### src/core/timer_regs_pkg.sv
// Constants, register indices and helper functions of the periodic timer block.
// Assumes a 32-bit AXI4-Lite register bus and a single 200 MHz clock.
//
// How it works
// - Base-select bit 0 routes a channel to micro base 0, bit 1 to base 1.
// - Changing a base-select bit moves the channel to the other base at once.
// - Each channel requests an interrupt while its enable and its flag are both set.
// - Enabling an interrupt with its flag already set requests it at once.
// - A flag sets when the channel counter and its micro counter both reach zero.
// - Writing one clears a flag, zero leaves it; flags read back at any time.
// - A clearing write and a setting event in one cycle leave the flag set.
// - Module disable clears all flags; channel disable clears that channel's flag.
// - Writing a micro reload value takes effect only at the next micro reload.
// - A micro force-load bit copies the micro reload value into its counter at once.
// - Reload writes never restart; at zero the channel sets its flag and reloads.
// - A channel force-load bit copies the reload value into its counter at once.
// - Count registers read the live channel counter; writes to them are ignored.
// - A count register is read whole in one cycle from one counter state.
// - The count registers reset to zero.
// - An enabled channel in an enabled module loads its start value and counts down.
// - Each micro zero reloads the micro counter and steps attached channels down.
// - Each time-out raises the channel trigger for at least one cycle.
// - Time-out period is (micro reload + 1) times (channel reload + 1) cycles.

package timer_regs_pkg;

   // ---------------------------------------------------------------------------
   // Sizes
   // ---------------------------------------------------------------------------
   localparam int NUM_CH   = 4;
   localparam int NUM_BASE = 2;
   localparam int ADDR_W   = 8;
   localparam int DATA_W   = 32;
   localparam int CH_W     = 16;
   localparam int MT_W     = 8;
   localparam int IDX_W    = 6;

   // ---------------------------------------------------------------------------
   // Register indices, byte address is four times the index
   // ---------------------------------------------------------------------------
   localparam logic [IDX_W-1:0] IDX_CTRL     = 6'h00;
   localparam logic [IDX_W-1:0] IDX_CH_FORCE = 6'h01;
   localparam logic [IDX_W-1:0] IDX_CH_EN    = 6'h02;
   localparam logic [IDX_W-1:0] IDX_BASE_SEL = 6'h03;
   localparam logic [IDX_W-1:0] IDX_IRQ_EN   = 6'h04;
   localparam logic [IDX_W-1:0] IDX_FLAGS    = 6'h05;
   localparam logic [IDX_W-1:0] IDX_MT0_LD   = 6'h06;
   localparam logic [IDX_W-1:0] IDX_MT1_LD   = 6'h07;
   localparam logic [NUM_CH-1:0][IDX_W-1:0] IDX_RELOAD = {6'h14, 6'h10, 6'h0c, 6'h08};
   localparam logic [NUM_CH-1:0][IDX_W-1:0] IDX_COUNT  = {6'h16, 6'h12, 6'h0e, 6'h0a};

   // ---------------------------------------------------------------------------
   // Fields, reset values and bus responses
   // ---------------------------------------------------------------------------
   localparam int               MOD_EN_BIT = 7;
   localparam logic [MT_W-1:0]  RST_BYTE   = 8'h00;
   localparam logic [CH_W-1:0]  RST_CNT    = 16'h0000;
   localparam logic [1:0]       RESP_OKAY  = 2'h0;
   localparam logic [1:0]       RESP_SLVERR = 2'h2;

   // ---------------------------------------------------------------------------
   // Helpers
   // ---------------------------------------------------------------------------
   function automatic logic [IDX_W-1:0] word_idx(input logic [ADDR_W-1:0] addr);
      return addr[ADDR_W-1:2];
   endfunction : word_idx

   function automatic logic is_mapped(input logic [IDX_W-1:0] idx);
      logic hit;
      hit = (idx <= IDX_MT1_LD);
      for (int i = 0; i < NUM_CH; i++) begin
         hit = hit | (idx == IDX_RELOAD[i]) | (idx == IDX_COUNT[i]);
      end
      return hit;
   endfunction : is_mapped

endpackage : timer_regs_pkg

### src/core/micro_time_base.sv
// One 8-bit micro time base down-counter.
// Assumes its reload value and strobes come from the register block on the same clock.
`timescale 1ns/1ps

module micro_time_base
   import timer_regs_pkg::*;
(
   input  wire logic            aclk,
   input  wire logic            aresetn,
   input  wire logic            active,
   input  wire logic            force_load,
   input  wire logic [MT_W-1:0] micro_reload_value,
   output logic                 tick
);

   logic [MT_W-1:0] cnt_r;

   assign tick = active & ~force_load & (cnt_r == RST_BYTE);

   // ---------------------------------------------------------------------------
   // Counter
   // ---------------------------------------------------------------------------
   always_ff @(posedge aclk) begin
      if (!aresetn) begin
         cnt_r <= RST_BYTE;
      end else if (!active || force_load || cnt_r == RST_BYTE) begin
         cnt_r <= micro_reload_value;
      end else begin
         cnt_r <= cnt_r - 8'h01;
      end
   end

   mt_step_a:
      assert property (@(posedge aclk) disable iff (!aresetn)
         active && !force_load && cnt_r != RST_BYTE |=> cnt_r == $past(cnt_r) - 8'h01)
      else $error("micro counter did not step down");

   mt_reload_a:
      assert property (@(posedge aclk) disable iff (!aresetn)
         tick |=> cnt_r == $past(micro_reload_value))
      else $error("micro counter did not reload at zero");

   mt_force_a:
      assert property (@(posedge aclk) disable iff (!aresetn)
         active && force_load |-> !tick ##1 cnt_r == $past(micro_reload_value))
      else $error("micro force load not applied");

endmodule : micro_time_base

### src/core/channel_timer.sv
// One 16-bit channel down-counter clocked by a selectable micro time base.
// Assumes the base ticks and strobes come from the register block on the same clock.
`timescale 1ns/1ps

module channel_timer
   import timer_regs_pkg::*;
(
   input  wire logic                aclk,
   input  wire logic                aresetn,
   input  wire logic                enable,
   input  wire logic                force_load,
   input  wire logic                base_select,
   input  wire logic [NUM_BASE-1:0] base_tick,
   input  wire logic [CH_W-1:0]     channel_reload_value,
   output logic [CH_W-1:0]          channel_count_value,
   output logic                     timeout_evt
);

   logic step;

   assign step        = base_select ? base_tick[1] : base_tick[0];
   assign timeout_evt = enable & ~force_load & step & (channel_count_value == RST_CNT);

   // ---------------------------------------------------------------------------
   // Counter
   // ---------------------------------------------------------------------------
   always_ff @(posedge aclk) begin
      if (!aresetn) begin
         channel_count_value <= RST_CNT;
      end else if (!enable || force_load || timeout_evt) begin
         channel_count_value <= channel_reload_value;
      end else if (step) begin
         channel_count_value <= channel_count_value - 16'h0001;
      end
   end

   ch_step_a:
      assert property (@(posedge aclk) disable iff (!aresetn)
         enable && !force_load && step && channel_count_value != RST_CNT
         |=> channel_count_value == $past(channel_count_value) - 16'h0001)
      else $error("channel counter did not step on base tick");

   ch_hold_a:
      assert property (@(posedge aclk) disable iff (!aresetn)
         enable && !force_load && !step |=> $stable(channel_count_value))
      else $error("channel counter moved without a tick");

   ch_reload_a:
      assert property (@(posedge aclk) disable iff (!aresetn)
         timeout_evt |=> channel_count_value == $past(channel_reload_value))
      else $error("channel counter did not reload at time-out");

   ch_force_a:
      assert property (@(posedge aclk) disable iff (!aresetn)
         enable && force_load |=> channel_count_value == $past(channel_reload_value))
      else $error("channel force load not applied");

endmodule : channel_timer

### src/core/periodic_timer_channel_regs.sv
// Four-channel periodic timer with two micro time bases and an AXI4-Lite register file.
// Assumes an AXI4-Lite master on aclk; interrupt and trigger lines go to on-chip logic.
`timescale 1ns/1ps

module periodic_timer_channel_regs
   import timer_regs_pkg::*;
(
   input  wire logic              aclk,
   input  wire logic              aresetn,
   input  wire logic [ADDR_W-1:0] awaddr,
   input  wire logic              awvalid,
   output logic                   awready,
   input  wire logic [DATA_W-1:0] wdata,
   input  wire logic [3:0]        wstrb,
   input  wire logic              wvalid,
   output logic                   wready,
   output logic [1:0]             bresp,
   output logic                   bvalid,
   input  wire logic              bready,
   input  wire logic [ADDR_W-1:0] araddr,
   input  wire logic              arvalid,
   output logic                   arready,
   output logic [DATA_W-1:0]      rdata,
   output logic [1:0]             rresp,
   output logic                   rvalid,
   input  wire logic              rready,
   output logic [NUM_CH-1:0]      irq_req,
   output logic [NUM_CH-1:0]      timeout_trigger_out
);

   // ---------------------------------------------------------------------------
   // Storage
   // ---------------------------------------------------------------------------
   logic                              module_enable_bit_r;
   logic [NUM_CH-1:0]                 channel_enable_bits_r;
   logic [NUM_CH-1:0]                 base_select_bits_r;
   logic [NUM_CH-1:0]                 timeout_irq_enable_bits_r;
   logic [NUM_CH-1:0]                 timeout_flag_bits_r;
   logic [NUM_CH-1:0]                 timeout_flag_bits_nxt;
   logic [NUM_BASE-1:0][MT_W-1:0]     micro_reload_value_r;
   logic [NUM_CH-1:0][CH_W-1:0]       channel_reload_value_r;
   logic [NUM_CH-1:0][CH_W-1:0]       channel_count_value;
   logic [NUM_CH-1:0]                 trigger_r;

   logic                              aw_held_r;
   logic                              w_held_r;
   logic [ADDR_W-1:0]                 awaddr_r;
   logic [DATA_W-1:0]                 wdata_r;
   logic [3:0]                        wstrb_r;
   logic                              bvalid_r;
   logic [1:0]                        bresp_r;
   logic                              rvalid_r;
   logic [1:0]                        rresp_r;
   logic [DATA_W-1:0]                 rdata_r;

   logic                              wr_go;
   logic [IDX_W-1:0]                  wr_idx;
   logic [IDX_W-1:0]                  rd_idx;
   logic                              lane0;
   logic                              wr_ctrl;
   logic [NUM_CH-1:0]                 chan_en;
   logic [NUM_CH-1:0]                 flag_clear;
   logic [NUM_CH-1:0]                 chan_force;
   logic [NUM_BASE-1:0]               micro_force;
   logic [NUM_BASE-1:0]               micro_active;
   logic [NUM_BASE-1:0]               base_tick;
   logic [NUM_CH-1:0]                 timeout_evt;
   logic [DATA_W-1:0]                 rd_mux;

   // ---------------------------------------------------------------------------
   // AXI4-Lite write channel
   // ---------------------------------------------------------------------------
   assign awready = ~aw_held_r;
   assign wready  = ~w_held_r;
   assign bvalid  = bvalid_r;
   assign bresp   = bresp_r;
   assign wr_go   = aw_held_r & w_held_r & ~bvalid_r;
   assign wr_idx  = word_idx(awaddr_r);
   assign lane0   = wr_go & wstrb_r[0];

   always_ff @(posedge aclk) begin
      if (!aresetn) begin
         aw_held_r <= 1'b0;
         awaddr_r  <= '0;
      end else if (awvalid && awready) begin
         aw_held_r <= 1'b1;
         awaddr_r  <= awaddr;
      end else if (wr_go) begin
         aw_held_r <= 1'b0;
      end
   end

   always_ff @(posedge aclk) begin
      if (!aresetn) begin
         w_held_r <= 1'b0;
         wdata_r  <= '0;
         wstrb_r  <= '0;
      end else if (wvalid && wready) begin
         w_held_r <= 1'b1;
         wdata_r  <= wdata;
         wstrb_r  <= wstrb;
      end else if (wr_go) begin
         w_held_r <= 1'b0;
      end
   end

   always_ff @(posedge aclk) begin
      if (!aresetn) begin
         bvalid_r <= 1'b0;
         bresp_r  <= RESP_OKAY;
      end else if (wr_go) begin
         bvalid_r <= 1'b1;
         bresp_r  <= is_mapped(wr_idx) ? RESP_OKAY : RESP_SLVERR;
      end else if (bready) begin
         bvalid_r <= 1'b0;
      end
   end

   // ---------------------------------------------------------------------------
   // Register writes
   // ---------------------------------------------------------------------------
   assign wr_ctrl = lane0 & (wr_idx == IDX_CTRL);

   always_ff @(posedge aclk) begin
      if (!aresetn) begin
         module_enable_bit_r       <= 1'b0;
         channel_enable_bits_r     <= '0;
         base_select_bits_r        <= '0;
         timeout_irq_enable_bits_r <= '0;
      end else if (lane0) begin
         if (wr_idx == IDX_CTRL) begin
            module_enable_bit_r <= wdata_r[MOD_EN_BIT];
         end
         if (wr_idx == IDX_CH_EN) begin
            channel_enable_bits_r <= wdata_r[NUM_CH-1:0];
         end
         if (wr_idx == IDX_BASE_SEL) begin
            base_select_bits_r <= wdata_r[NUM_CH-1:0];
         end
         if (wr_idx == IDX_IRQ_EN) begin
            timeout_irq_enable_bits_r <= wdata_r[NUM_CH-1:0];
         end
      end
   end

   always_ff @(posedge aclk) begin
      if (!aresetn) begin
         micro_reload_value_r <= {NUM_BASE{RST_BYTE}};
      end else if (lane0) begin
         if (wr_idx == IDX_MT0_LD) begin
            micro_reload_value_r[0] <= wdata_r[MT_W-1:0];
         end
         if (wr_idx == IDX_MT1_LD) begin
            micro_reload_value_r[1] <= wdata_r[MT_W-1:0];
         end
      end
   end

   always_ff @(posedge aclk) begin
      if (!aresetn) begin
         channel_reload_value_r <= {NUM_CH{RST_CNT}};
      end else if (wr_go && wstrb_r[1:0] == 2'h3) begin
         for (int i = 0; i < NUM_CH; i++) begin
            if (wr_idx == IDX_RELOAD[i]) begin
               channel_reload_value_r[i] <= wdata_r[CH_W-1:0];
            end
         end
      end
   end

   // ---------------------------------------------------------------------------
   // Enables and force-load strobes
   // ---------------------------------------------------------------------------
   assign chan_en     = {NUM_CH{module_enable_bit_r}} & channel_enable_bits_r;
   assign chan_force  = (lane0 && wr_idx == IDX_CH_FORCE) ? (wdata_r[NUM_CH-1:0] & chan_en) : '0;
   assign micro_force = wr_ctrl ? wdata_r[NUM_BASE-1:0] & micro_active : '0;
   assign flag_clear  = (lane0 && wr_idx == IDX_FLAGS) ? wdata_r[NUM_CH-1:0] : '0;

   always_comb begin
      micro_active = '0;
      for (int k = 0; k < NUM_BASE; k++) begin
         for (int i = 0; i < NUM_CH; i++) begin
            if (chan_en[i] && (base_select_bits_r[i] == k[0])) begin
               micro_active[k] = 1'b1;
            end
         end
      end
   end

   // ---------------------------------------------------------------------------
   // Time bases and channels
   // ---------------------------------------------------------------------------
   for (genvar k = 0; k < NUM_BASE; k++) begin : g_base
      micro_time_base u_base (
         .aclk               (aclk),
         .aresetn            (aresetn),
         .active             (micro_active[k]),
         .force_load         (micro_force[k]),
         .micro_reload_value (micro_reload_value_r[k]),
         .tick               (base_tick[k])
      );
   end

   for (genvar i = 0; i < NUM_CH; i++) begin : g_chan
      channel_timer u_chan (
         .aclk                 (aclk),
         .aresetn              (aresetn),
         .enable               (chan_en[i]),
         .force_load           (chan_force[i]),
         .base_select          (base_select_bits_r[i]),
         .base_tick            (base_tick),
         .channel_reload_value (channel_reload_value_r[i]),
         .channel_count_value  (channel_count_value[i]),
         .timeout_evt          (timeout_evt[i])
      );
   end

   // ---------------------------------------------------------------------------
   // Flags, interrupts and triggers
   // ---------------------------------------------------------------------------
   assign timeout_flag_bits_nxt = ((timeout_flag_bits_r & ~flag_clear) | timeout_evt) & chan_en;

   always_ff @(posedge aclk) begin
      if (!aresetn) begin
         timeout_flag_bits_r <= '0;
      end else begin
         timeout_flag_bits_r <= timeout_flag_bits_nxt;
      end
   end

   always_ff @(posedge aclk) begin
      if (!aresetn) begin
         trigger_r <= '0;
      end else begin
         trigger_r <= timeout_evt;
      end
   end

   assign irq_req             = timeout_flag_bits_r & timeout_irq_enable_bits_r;
   assign timeout_trigger_out = trigger_r;

   // ---------------------------------------------------------------------------
   // AXI4-Lite read channel
   // ---------------------------------------------------------------------------
   assign rd_idx  = word_idx(araddr);
   assign arready = ~rvalid_r;
   assign rvalid  = rvalid_r;
   assign rresp   = rresp_r;
   assign rdata   = rdata_r;

   always_comb begin
      rd_mux = '0;
      case (rd_idx)
         IDX_CTRL:     rd_mux[MOD_EN_BIT] = module_enable_bit_r;
         IDX_CH_EN:    rd_mux[NUM_CH-1:0] = channel_enable_bits_r;
         IDX_BASE_SEL: rd_mux[NUM_CH-1:0] = base_select_bits_r;
         IDX_IRQ_EN:   rd_mux[NUM_CH-1:0] = timeout_irq_enable_bits_r;
         IDX_FLAGS:    rd_mux[NUM_CH-1:0] = timeout_flag_bits_r;
         IDX_MT0_LD:   rd_mux[MT_W-1:0]   = micro_reload_value_r[0];
         IDX_MT1_LD:   rd_mux[MT_W-1:0]   = micro_reload_value_r[1];
         default: begin
            for (int i = 0; i < NUM_CH; i++) begin
               if (rd_idx == IDX_RELOAD[i]) begin
                  rd_mux[CH_W-1:0] = channel_reload_value_r[i];
               end
               if (rd_idx == IDX_COUNT[i]) begin
                  rd_mux[CH_W-1:0] = channel_count_value[i];
               end
            end
         end
      endcase
   end

   always_ff @(posedge aclk) begin
      if (!aresetn) begin
         rvalid_r <= 1'b0;
         rresp_r  <= RESP_OKAY;
         rdata_r  <= '0;
      end else if (arvalid && arready) begin
         rvalid_r <= 1'b1;
         rresp_r  <= is_mapped(rd_idx) ? RESP_OKAY : RESP_SLVERR;
         rdata_r  <= rd_mux;
      end else if (rready) begin
         rvalid_r <= 1'b0;
      end
   end

   // ---------------------------------------------------------------------------
   // Checks
   // ---------------------------------------------------------------------------
   base_route_a:
      assert property (@(posedge aclk) disable iff (!aresetn)
         chan_en[0] && !base_select_bits_r[0] |-> micro_active[0])
      else $error("enabled channel 0 not driving base 0");

   irq_enable_a:
      assert property (@(posedge aclk) disable iff (!aresetn)
         lane0 && wr_idx == IDX_IRQ_EN && wdata_r[0] && timeout_flag_bits_nxt[0] |=> irq_req[0])
      else $error("interrupt not raised on enable with flag set");

   irq_level_a:
      assert property (@(posedge aclk) disable iff (!aresetn)
         irq_req[1] |-> timeout_flag_bits_r[1] && timeout_irq_enable_bits_r[1])
      else $error("interrupt without flag and enable");

   flag_set_a:
      assert property (@(posedge aclk) disable iff (!aresetn)
         timeout_evt[2] && flag_clear[2] |=> timeout_flag_bits_r[2])
      else $error("clear won over a time-out event");

   flag_clear_a:
      assert property (@(posedge aclk) disable iff (!aresetn)
         flag_clear[0] && !timeout_evt[0] |=> !timeout_flag_bits_r[0])
      else $error("write of one did not clear flag");

   flag_disable_a:
      assert property (@(posedge aclk) disable iff (!aresetn)
         !module_enable_bit_r |=> timeout_flag_bits_r == '0)
      else $error("flags not cleared while module disabled");

   trigger_edge_a:
      assert property (@(posedge aclk) disable iff (!aresetn)
         timeout_evt[3] && !trigger_r[3] |=> $rose(timeout_trigger_out[3]))
      else $error("no trigger edge on time-out");

   count_read_a:
      assert property (@(posedge aclk) disable iff (!aresetn)
         arvalid && arready && rd_idx == IDX_COUNT[1]
         |=> rvalid && rdata[CH_W-1:0] == $past(channel_count_value[1]) && rdata[DATA_W-1:CH_W] == '0)
      else $error("count read does not match counter");

   resp_hold_a:
      assert property (@(posedge aclk) disable iff (!aresetn)
         rvalid && !rready |=> rvalid && $stable(rdata))
      else $error("read data changed while stalled");

   chan_start_a:
      assert property (@(posedge aclk) disable iff (!aresetn)
         $rose(chan_en[0]) |-> channel_count_value[0] == channel_reload_value_r[0])
      else $error("enabled channel did not start from its reload value");

endmodule : periodic_timer_channel_regs

### config.mk
export PLATFORM = sky130hd
export DESIGN_NAME = periodic_timer_channel_regs
export DESIGN_NICKNAME = d
export VERILOG_FILES = /design/src/core/timer_regs_pkg.sv /design/src/core/micro_time_base.sv /design/src/core/channel_timer.sv /design/src/core/periodic_timer_channel_regs.sv
export SDC_FILE = /design/constraint.sdc
export NUM_CORES = 1
export LEC_CHECK = 0
export ABC_CLOCK_PERIOD_IN_PS = 2900
export CORE_MARGIN = 5
export CORE_UTILIZATION = 35
export CTS_CLUSTER_DIAMETER = 30
export DETAILED_ROUTE_END_ITERATION = 7
export DONT_BUFFER_PORTS = 1
export PLACE_DENSITY = 0.52
export REMOVE_ABC_BUFFERS = 1
export SYNTH_ARGS = -nofsm -noshare
export SYNTH_HDL_FRONTEND = slang
export SYNTH_SLANG_ARGS = --single-unit
### constraint.sdc
create_clock -name aclk -period 2.9 [get_ports aclk]
set_input_delay 0.145 -clock aclk [delete_from_list [all_inputs] [get_ports aclk]]
set_output_delay 0.145 -clock aclk [all_outputs]
set_load 0.05 [all_outputs]
==> results_dict.tcl, run 1 <==
set metrics [dict create \
    status "completed" \
    dp.cells 1923 \
    wl_per_cell_um 20.35 \
    worst_hold_slack_ns 0.01344 \
    dieArea_um2 36630 \
    skew_ns 0.01105 \
    ys_top_cells_by_area "dfxtp_1, nand2_1, a21oi_1" \
    yosysWarnings 0 \
    numCtsBuffers 52 \
    power_density_nw_per_um2 686.1 \
    grt_max_degree 62 \
    finalHoldViolations 0 \
    vias_per_cell 5.643 \
    period_share_pct 95.12 \
    slowest_stage "or4_1" \
    cp.required_ns 3.32 \
    final_util_pct 44.44 \
    maxCapViolCount 0 \
    vdd_drop_max_mv 0.4033 \
    async_reset_ff_share_pct 0 \
    worst_path_largest_cell_delay_ns 0.69 \
    synth_flop_cell "dfxtp_1" \
    start_util_pct 35.40 \
    cp_max_fo 6 \
    gp_congestion 0.9155 \
    antennaDiodeCount 0 \
    cts.clk_slew.worst_paths_ns 0.04 \
    overflow 0 \
    final_antenna_net_count 0 \
    rsz0062_at_grt "no" \
    maxSlewViolCount 0 \
    pin_count 108 \
    drtIter0Drc 932 \
    critPathCaptureType "flop" \
    clkSinkCount 227 \
    grt_usage_pct 22.23 \
    grt_pass1_wl_um 63990 \
    instances_no_fill 2047 \
    clock_path_buffers 3 \
    remaining_drc_errors 0 \
    yosysUniqueCellTypes 85 \
    slew_headroom_pct 34.35 \
    worstMarginPinSlew_ns 0.9811 \
    synth.avg_cell_area_um2 7.658 \
    ys_seq_area_share_pct 39.46 \
    die_width_um 191.4 \
    drtPass1Iterations 5 \
    cts_tree "yes" \
    die_h_um 191.4 \
    antenna_found_initial 0 \
    finalCriticalPeriod_ns 2.758 \
    fin_ws_ns 0.1416 \
    dpl.hpwl_um 28680 \
    cp_cell_sequence "inv_1, ha_1, or3b_1, or4_4, or4_1, nand2_1, a2bb2oi_1, o21ai_0" \
    hp-class "in -> reg" \
    synth.ff_latch_count 227 \
    clock_latency_ns 0.54 \
    coreArea_um2 32540 \
    clock.fmax_mhz 362.5 \
    rows 66 \
    post-synth-top-count-cell "nand2_1" \
    path_class "reg -> reg" \
    yosys-top-cells-count "nand2_1, dfxtp_1, a21oi_1" \
    pre_cts_slack_ns 0.03438 \
    synth_edf_count 0 \
    synthCells 1504 \
    yosysTopAreaCellShare_pct 39.46 \
    layout.nets 1638 \
    synth_area_um2 11520 \
    wirelength_um 41660 \
    first_global_vias 11012 \
    yosysTopAreaCell "dfxtp_1" \
    htree_num_levels 2 \
    crit_arrival_ns 3.18 \
    vias 11552 \
    start_kind "flop" \
    drive_gt1_share_pct 12.15 \
    root_buffer "clkbuf_16" \
    p_leak_nw 5.234 \
    area_delta_synth_final_pct 25.54 \
    setup_viol 0 \
    port_buffers 0 \
]
==> final cells by class <==
cell class                 instances  area [µm²]
fill                            3284       18080
timing repair buffer             113       983.4
inverter                          19       73.82
sequential                       227        4544
clock inverter                    20       387.9
clock buffer                      66        1455
tap                              442       553.0
multi-input combinational       1160        6461
==> flip-flops by register name (all words and copies together), names as in the netlist, 2 cells and up <==
register                           count
awaddr_r                               6
base_select_bits_r                     4
channel_enable_bits_r                  4
channel_reload_value_r                64
g_base.u_base.cnt_r                   16
g_chan.u_chan.channel_count_value     64
micro_reload_value_r                  16
rdata                                 16
timeout_flag_bits_r                    4
timeout_irq_enable_bits_r              4
timeout_trigger_out                    4
wdata_r                               16
wstrb_r                                2
==> layer usage <==
layer  global-route usage (%)  vias to the layer above  share of wire (%)
met1                    30.46                     5568                 45
met2                    35.50                      384                 46
li1                         -                     5510                  -
met4                    7.624                        0                3.2
met5                        0                        -                  0
met3                    3.780                       90                6.3
==> critical path, delay by kind of cell, from the launching register on <==
family	cells	cell delay (ns)
buf+inv	1	0.10
compound gates	2	0.26
flops	1	0.32
fa+ha+maj	1	0.20
simple gates	4	1.75
==> worst paths after layout <==
check	end	depth (start not counted)	from	slack, ns
hold / removal	g_chan[0].u_chan.channel_count_value[4]	2	aresetn	0.01
setup reg to reg	g_chan[1].u_chan.channel_count_value[3]	8	g_chan[1].u_chan.channel_count_value[0]	0.14
hold reg to reg	channel_reload_value_r[1]	2	channel_reload_value_r[1]	0.47
setup / recovery	g_chan[1].u_chan.channel_count_value[3]	8	g_chan[1].u_chan.channel_count_value[0]	0.14
==> stage by stage <==
step,power (mW),setup TNS (ns),area (µm²)
after floorplan,3.545,-4.253,11050
after global placement,3.683,0,12210
after detailed placement,3.683,0,12210
after CTS,9.997,0,14450
after global routing,10.19,0,14460
final,9.920,0,14460
==> layout by cell type, fill, tap and decap left out, types with 14 or more instances in the layout <==
master | netlist | layout
a211oi_1 | 17 | 17
and3_1 | 15 | 15
mux2i_1 | 35 | 35
buf_4 | 20 | 74
conb_1 | 1 | 18
a21oi_1 | 181 | 181
dfxtp_1 | 227 | 227
nor4_1 | 21 | 20
nand2_1 | 282 | 282
nand4_1 | 14 | 14
a31oi_1 | 15 | 15
nor2_1 | 142 | 142
clkbuf_16 | 0 | 53
nor3_1 | 38 | 37
inv_1 | 18 | 18
nand3_1 | 42 | 42
o21ai_0 | 90 | 90
dlygate4sd3_1 | 0 | 36
==> repair_timing <==
| action | in CTS | in global routing |
|---|---|---|
| hold endpoints to repair | 83 | 0 |
| buffers inserted | 0 | 1 |
| gates resized for setup | 0 | 1 |
| hold buffers | 37 | 0 |
| setup endpoints to repair | 0 | 3 |
==> kinds of logic after synthesis <==
logic type                 share of synthesized area, %
xor gates and xnor gates                          1.825
buffers and inverters                             5.193
muxes                                             4.215
adders and majority gates                        0.7387
DFF                                               39.46
and+or+nand+nor                                   25.74
AOI/OAI and AO/OA                                 22.80
other                                           0.03256
==> power breakdown <==
part	internal [mW]	switching (mW)	leakage (nW)
combinational	0.133	0.270	2.51
sequential	3.17	0.114	1.84
clock	4.44	1.79	0.888
Power figures use the tool's default switching activity.
==> inputs of run 2 (changes only) <==
ABC_AREA = 1   (was not set)
==> results_dict.tcl, run 2 <==
set metrics [dict create \
    synth.avg_cell_area_um2 6.808 \
    cellInternalPower_mw 8.678 \
    cts_tree "yes" \
    clockPowerShare_pct 67.0 \
    maxCapViolCount 0 \
    rows 69 \
    skew_ns 0.01498 \
    synth_area_um2 12460 \
    pwr-share-seq_pct 29.3 \
    critPathTopFamily "compound AO/OA/AOI/OAI gates" \
    ys_top_cells_by_area "dfxtp_1, nand2_1, a21oi_1" \
    drtIter0Drc 1077 \
    p_sw_mw 2.471 \
    htree_num_levels 3 \
    grt_usage_pct 21.40 \
    ys_seq_area_share_pct 36.47 \
    antennaDiodeCount 0 \
    die_width_um 198.7 \
    mostFrequentLayoutCell "nand2_1" \
    post-synth-top-count-cell "nand2_1" \
    grt_pass1_wl_um 66340 \
    finalCriticalPeriod_ns 2.376 \
    synth.ff_latch_count 227 \
    finalHoldViolations 0 \
    worst_hold_slack_ns 0.07387 \
    rrSetupSlack_ns 0.52 \
    die_h_um 198.7 \
    antenna_found_initial 1 \
    start_util_pct 35.20 \
    swShare_pct 22.16 \
    drtPass1Iterations 6 \
    cp_cell_sequence "nand2_4, a21oi_4, nand3_1, buf_4, inv_1, a21oi_1, o21ai_0, inv_1" \
    wl_per_cell_um 17.78 \
    area_delta_synth_final_pct 24.40 \
    path_common_cell "inv_1" \
    clkSinkCount 227 \
    clock_latency_ns 0.55 \
    vdd_drop_max_mv 0.5290 \
    yosysTopAreaCellShare_pct 36.47 \
    cts.clk_slew.worst_paths_ns 0.04 \
    root_buffer "clkbuf_16" \
    cts_hold_buf 33 \
    setup_viol 0 \
    cp_max_fo 18 \
    dieArea_um2 39470 \
    critPathCaptureType "flop" \
    yosysWarnings 0 \
    layout.nets 1948 \
    p_leak_nw 6.838 \
    total_power_mw 11.15 \
    vias 12128 \
    cp.required_ns 3.33 \
    port_buffers 0 \
    worstMarginPinSlew_ns 1.017 \
    coreArea_um2 35400 \
    overflow 0 \
    slowest_stage "dfxtp_1" \
    final_util_pct 43.79 \
    dpl.hpwl_um 30020 \
    rsz0062_at_grt "no" \
    reg_top3 "channel_reload_value_r (64), g_chan.u_chan.channel_count_value (64)" \
    synth_edf_count 0 \
    crit_buf_inv 3 \
    p_comb_share_pct 3.7 \
    final_antenna_net_count 0 \
    crit_arrival_ns 2.81 \
    worst_path_largest_cell_delay_ns 0.59 \
    power_density_nw_per_um2 719.3 \
    synthCells 1830 \
    clock_path_buffers 3 \
    vias_per_cell 5.064 \
    clock.fmax_mhz 420.9 \
    most-common-layout-cells "nand2_1, inv_1, dfxtp_1, a21oi_1, nor2_1" \
    maxSlewViolCount 0 \
    fin_ws_ns 0.5241 \
    async_reset_ff_share_pct 0 \
    cts_resized 0 \
    gp_congestion 0.8977 \
    numCtsBuffers 66 \
    remaining_drc_errors 0 \
    wirelength_um 42590 \
    path_class "reg -> reg" \
    yosys-top-cells-count "nand2_1, inv_1, dfxtp_1" \
    pin_count 108 \
    pre_cts_slack_ns 0.4903 \
    hp-class "in -> reg" \
    start_kind "flop" \
    yosysUniqueCellTypes 54 \
    cts_setup_buffers 0 \
    yosysTopAreaCell "dfxtp_1" \
    drive_gt1_share_pct 12.25 \
    slew_headroom_pct 32.15 \
    grt_max_degree 157 \
    status "completed" \
    final.fill_count 3717 \
    period_share_pct 81.93 \
    synth_flop_cell "dfxtp_1" \
    first_global_vias 11721 \
]
## run 2: cell types whose count changed after synthesis, sizes merged, moves of 39 or more
cell,before,now
inv,19,244
o21ai,94,167
nand4,14,56
nand3,42,160
nor2,143,211
nand2,282,321
## run 2: cell families (layout without fill, tap and decap cells)
| logic type | after synthesis | after routing | synth area share [%] |
|---|---|---|---|
| and+or+nand+nor | 790 | 790 | 29.95 |
| other | 1 | 18 | 0.03010 |
| buffers and inverters | 346 | 433 | 11.70 |
| adders and majority gates | 6 | 6 | 0.6025 |
| AOI/OAI and AO/OA | 403 | 403 | 17.24 |
| xor gates and xnor gates | 57 | 57 | 4.007 |
| DFF | 227 | 227 | 36.47 |
## run 2: path summary, 6_finish.rpt
kind / start / endpoint / cells after the start
setup / recovery: module_enable_bit_r / g_chan[0].u_chan.channel_count_value[0] / 8
hold / removal: arvalid / rdata[12] / 4
setup reg to reg: module_enable_bit_r / g_chan[0].u_chan.channel_count_value[0] / 8
hold reg to reg: g_base[1].u_base.cnt_r[0] / g_base[1].u_base.cnt_r[0] / 1
## run 2: final cells by class
type | count | area (µm²) | area share (%)
clock inverter | 31 | 407.9 | 2.632
tap | 461 | 576.8 | 3.721
clock buffer | 88 | 1921 | 12.39
inverter | 251 | 942.2 | 6.078
multi-input combinational | 1274 | 6535 | 42.16
sequential | 227 | 4544 | 29.32
timing repair buffer | 63 | 573.1 | 3.697
## run 2: layer usage
metal | track usage (%) | wire (µm)
met1 | 29.31 | 19850
met2 | 34.01 | 19190
met5 | 0 | 11
met4 | 7.042 | 1141
met3 | 4.184 | 2389
## run 2: per-stage QoR
stage | TNS, ns | instance area [µm²] | cells
2_1_floorplan | -1.726 | 12010 | 1752
3_3_place_gp | 0 | 12820 | 2243
3_5_place_dp | 0 | 12820 | 2243
4_1_cts | 0 | 15500 | 2395
5_1_grt | 0 | 15500 | 2395
6_report | 0 | 15500 | 2395
## run 2: tightest hold or removal path: stages
cell     delay (ns)
nand2_1        0.05
buf_4          0.23
nand2_1        0.09
a21oi_1        0.06
## run 2: power by group through the flow
stage	combinational [mW]	clock, mW	sequential [mW]
final	0.417	7.47	3.26
after global routing	0.459	7.77	3.26
after CTS	0.417	7.58	3.26
after detailed placement	0.342	0	3.32
after global placement	0.340	0	3.32
after floorplan	0.234	0	3.29
==> inputs of run 3 (changes only) <==
ABC_AREA = 0   (was 1)
ABC_CLOCK_PERIOD_IN_PS = 2300   (was 2900)
clock period = 2.3 ns   (was 2.9 ns; I/O delays follow)
==> results_dict.tcl, run 3 (synthesis gave the netlist of run 1 again) <==
set metrics [dict create \
    wl_per_cell_um 21.03 \
    first_global_vias 12079 \
    grt_usage_pct 24.57 \
    vias_per_cell 5.625 \
    hp-class "in -> reg" \
    root_buffer "clkbuf_16" \
    vdd_drop_max_mv 0.8458 \
    dpl.hpwl_um 31650 \
    rows 66 \
    layout.nets 1805 \
    cp_max_fo 6 \
    skew_ns 0.01676 \
    area_delta_synth_final_pct 47.98 \
    cp.required_ns 2.81 \
    power_density_nw_per_um2 802.1 \
    maxCapViolCount 0 \
    critPathTopFamily "simple AND/OR/NAND/NOR gates" \
    antenna_found_initial 2 \
    final_antenna_net_count 0 \
    total_power_mw 13.67 \
    setup_viol 33 \
    clkSinkCount 227 \
    finalSetupTns_ns -1.811 \
    p_leak_nw 6.435 \
    grt_max_degree 60 \
    reg_top3 "channel_reload_value_r (64), g_chan.u_chan.channel_count_value (64)" \
    start_util_pct 35.40 \
    die_width_um 191.4 \
    die_h_um 191.4 \
    drive_gt1_share_pct 26.70 \
    multi_input_area_um2 7197 \
    wirelength_um 47010 \
    remaining_drc_errors 0 \
    htree_num_levels 2 \
    failed_checks "setup timing" \
    status "finished with violations" \
    period_share_pct 106.7 \
    maxSlewViolCount 0 \
    overflow 0 \
    crit_arrival_ns 2.96 \
    coreArea_um2 32540 \
    clock_path_buffers 3 \
    fin_ws_ns -0.1537 \
    clock.fmax_mhz 407.5 \
    drtPass1Iterations 5 \
    cp_cell_sequence "inv_2, ha_4, or3b_4, or4_4, or4_4, o21ai_2, a21oi_1, a31oi_1, o221a_1" \
    mostFrequentLayoutCell "nand2_1" \
    path_class "reg -> reg" \
    rsz0062_at_grt "yes" \
    most-common-layout-cells "nand2_1, dfxtp_1, buf_4, a21oi_1, nor2_1" \
    path_common_cell "or4_4" \
    clock_latency_ns 0.58 \
    cts.clk_slew.worst_paths_ns 0.05 \
    slowest_stage "or4_4" \
    dieArea_um2 36630 \
    worstMarginPinSlew_ns 0.7485 \
    pin_count 108 \
    finalCriticalPeriod_ns 2.454 \
    cts_tree "yes" \
    vias 12571 \
    numCtsBuffers 58 \
    grt_pass1_wl_um 70790 \
    final.fill_count 3040 \
    gp_congestion 0.9273 \
    start_kind "flop" \
    worst_path_largest_cell_delay_ns 0.58 \
    slew_headroom_pct 50.00 \
    critPathCaptureType "flop" \
    crit_buf_inv 1 \
    port_buffers 0 \
    drtIter0Drc 944 \
    finalHoldViolations 0 \
    final-seq-area_um2 4556 \
]
-- run 3: worst register-to-register path, stage by stage (launching register included) --
cell	delay (ns)
dfxtp_2	0.31
inv_2	0.07
ha_4	0.13
or3b_4	0.37
or4_4	0.45
or4_4	0.58
o21ai_2	0.08
a21oi_1	0.06
a31oi_1	0.14
o221a_1	0.19
-- run 3: final cells by class --
class	instances	share of cell area, %
Antenna cell	3	0.04405
Timing Repair Buffer	274	14.62
Clock buffer	66	9.052
Sequential cell	227	26.73
Tap cell	442	3.245
Clock inverter	44	3.649
Multi-Input combinational cell	1160	42.23
Inverter	19	0.4331
-- run 3: through the flow --
step	setup WS (ns)	hold slack (ns)	util, %	cells	cell area, µm²
finish	-0.1537	0.02966	52.38	2235	17040
global route	-0.2694	0.04769	52.38	2235	17040
CTS	-0.1512	0.002424	49.69	2199	16170
detailed placement	-0.3310	0.2252	40.04	2023	13030
global placement	-0.2797	0.2198	40.04	2023	13030
floorplan	-0.9240	0.2140	-	1406	11050
-- run 3: worst paths after layout --
| kind | slack, ns | from | cells after the start | to |
|---|---|---|---|---|
| setup reg to reg | -0.15 | g_chan[1].u_chan.channel_count_value[1] | 9 | g_chan[1].u_chan.channel_count_value[5] |
| hold / removal | 0.03 | araddr[3] | 5 | rdata[3] |
| hold reg to reg | 0.46 | channel_reload_value_r[38] | 2 | channel_reload_value_r[38] |
| setup / recovery | -0.15 | g_chan[1].u_chan.channel_count_value[1] | 9 | g_chan[1].u_chan.channel_count_value[5] |
-- run 3: power breakdown --
| part | switching (mW) | internal (mW) | total [mW] |
|---|---|---|---|
| Clock | 2.67 | 6.27 | 8.94 |
| Sequential | 0.139 | 4.00 | 4.14 |
| Combinational | 0.379 | 0.211 | 0.589 |
| Total | 3.19 | 10.5 | 13.7 |
-- run 3: layer usage --
| layer | up-vias | part of all wire, % | wire, µm | GRT usage (%) |
|---|---|---|---|---|
| li1 | 5877 | - | - | - |
| met1 | 6075 | 43 | 20130 | 32.86 |
| met2 | 505 | 46 | 21850 | 39.32 |
| met3 | 112 | 7.3 | 3433 | 5.004 |
| met4 | 2 | 3.4 | 1590 | 8.950 |
| met5 | - | 0.015 | 7 | 0 |
-- run 3: repair_timing --
action,CTS,global route
pin swaps,35,60
hold endpoints to repair,121,0
hold buffers,48,0
buffers inserted,15,33
gates resized for setup,80,139
cloned,3,3
endpoints found under the setup margin,66,138
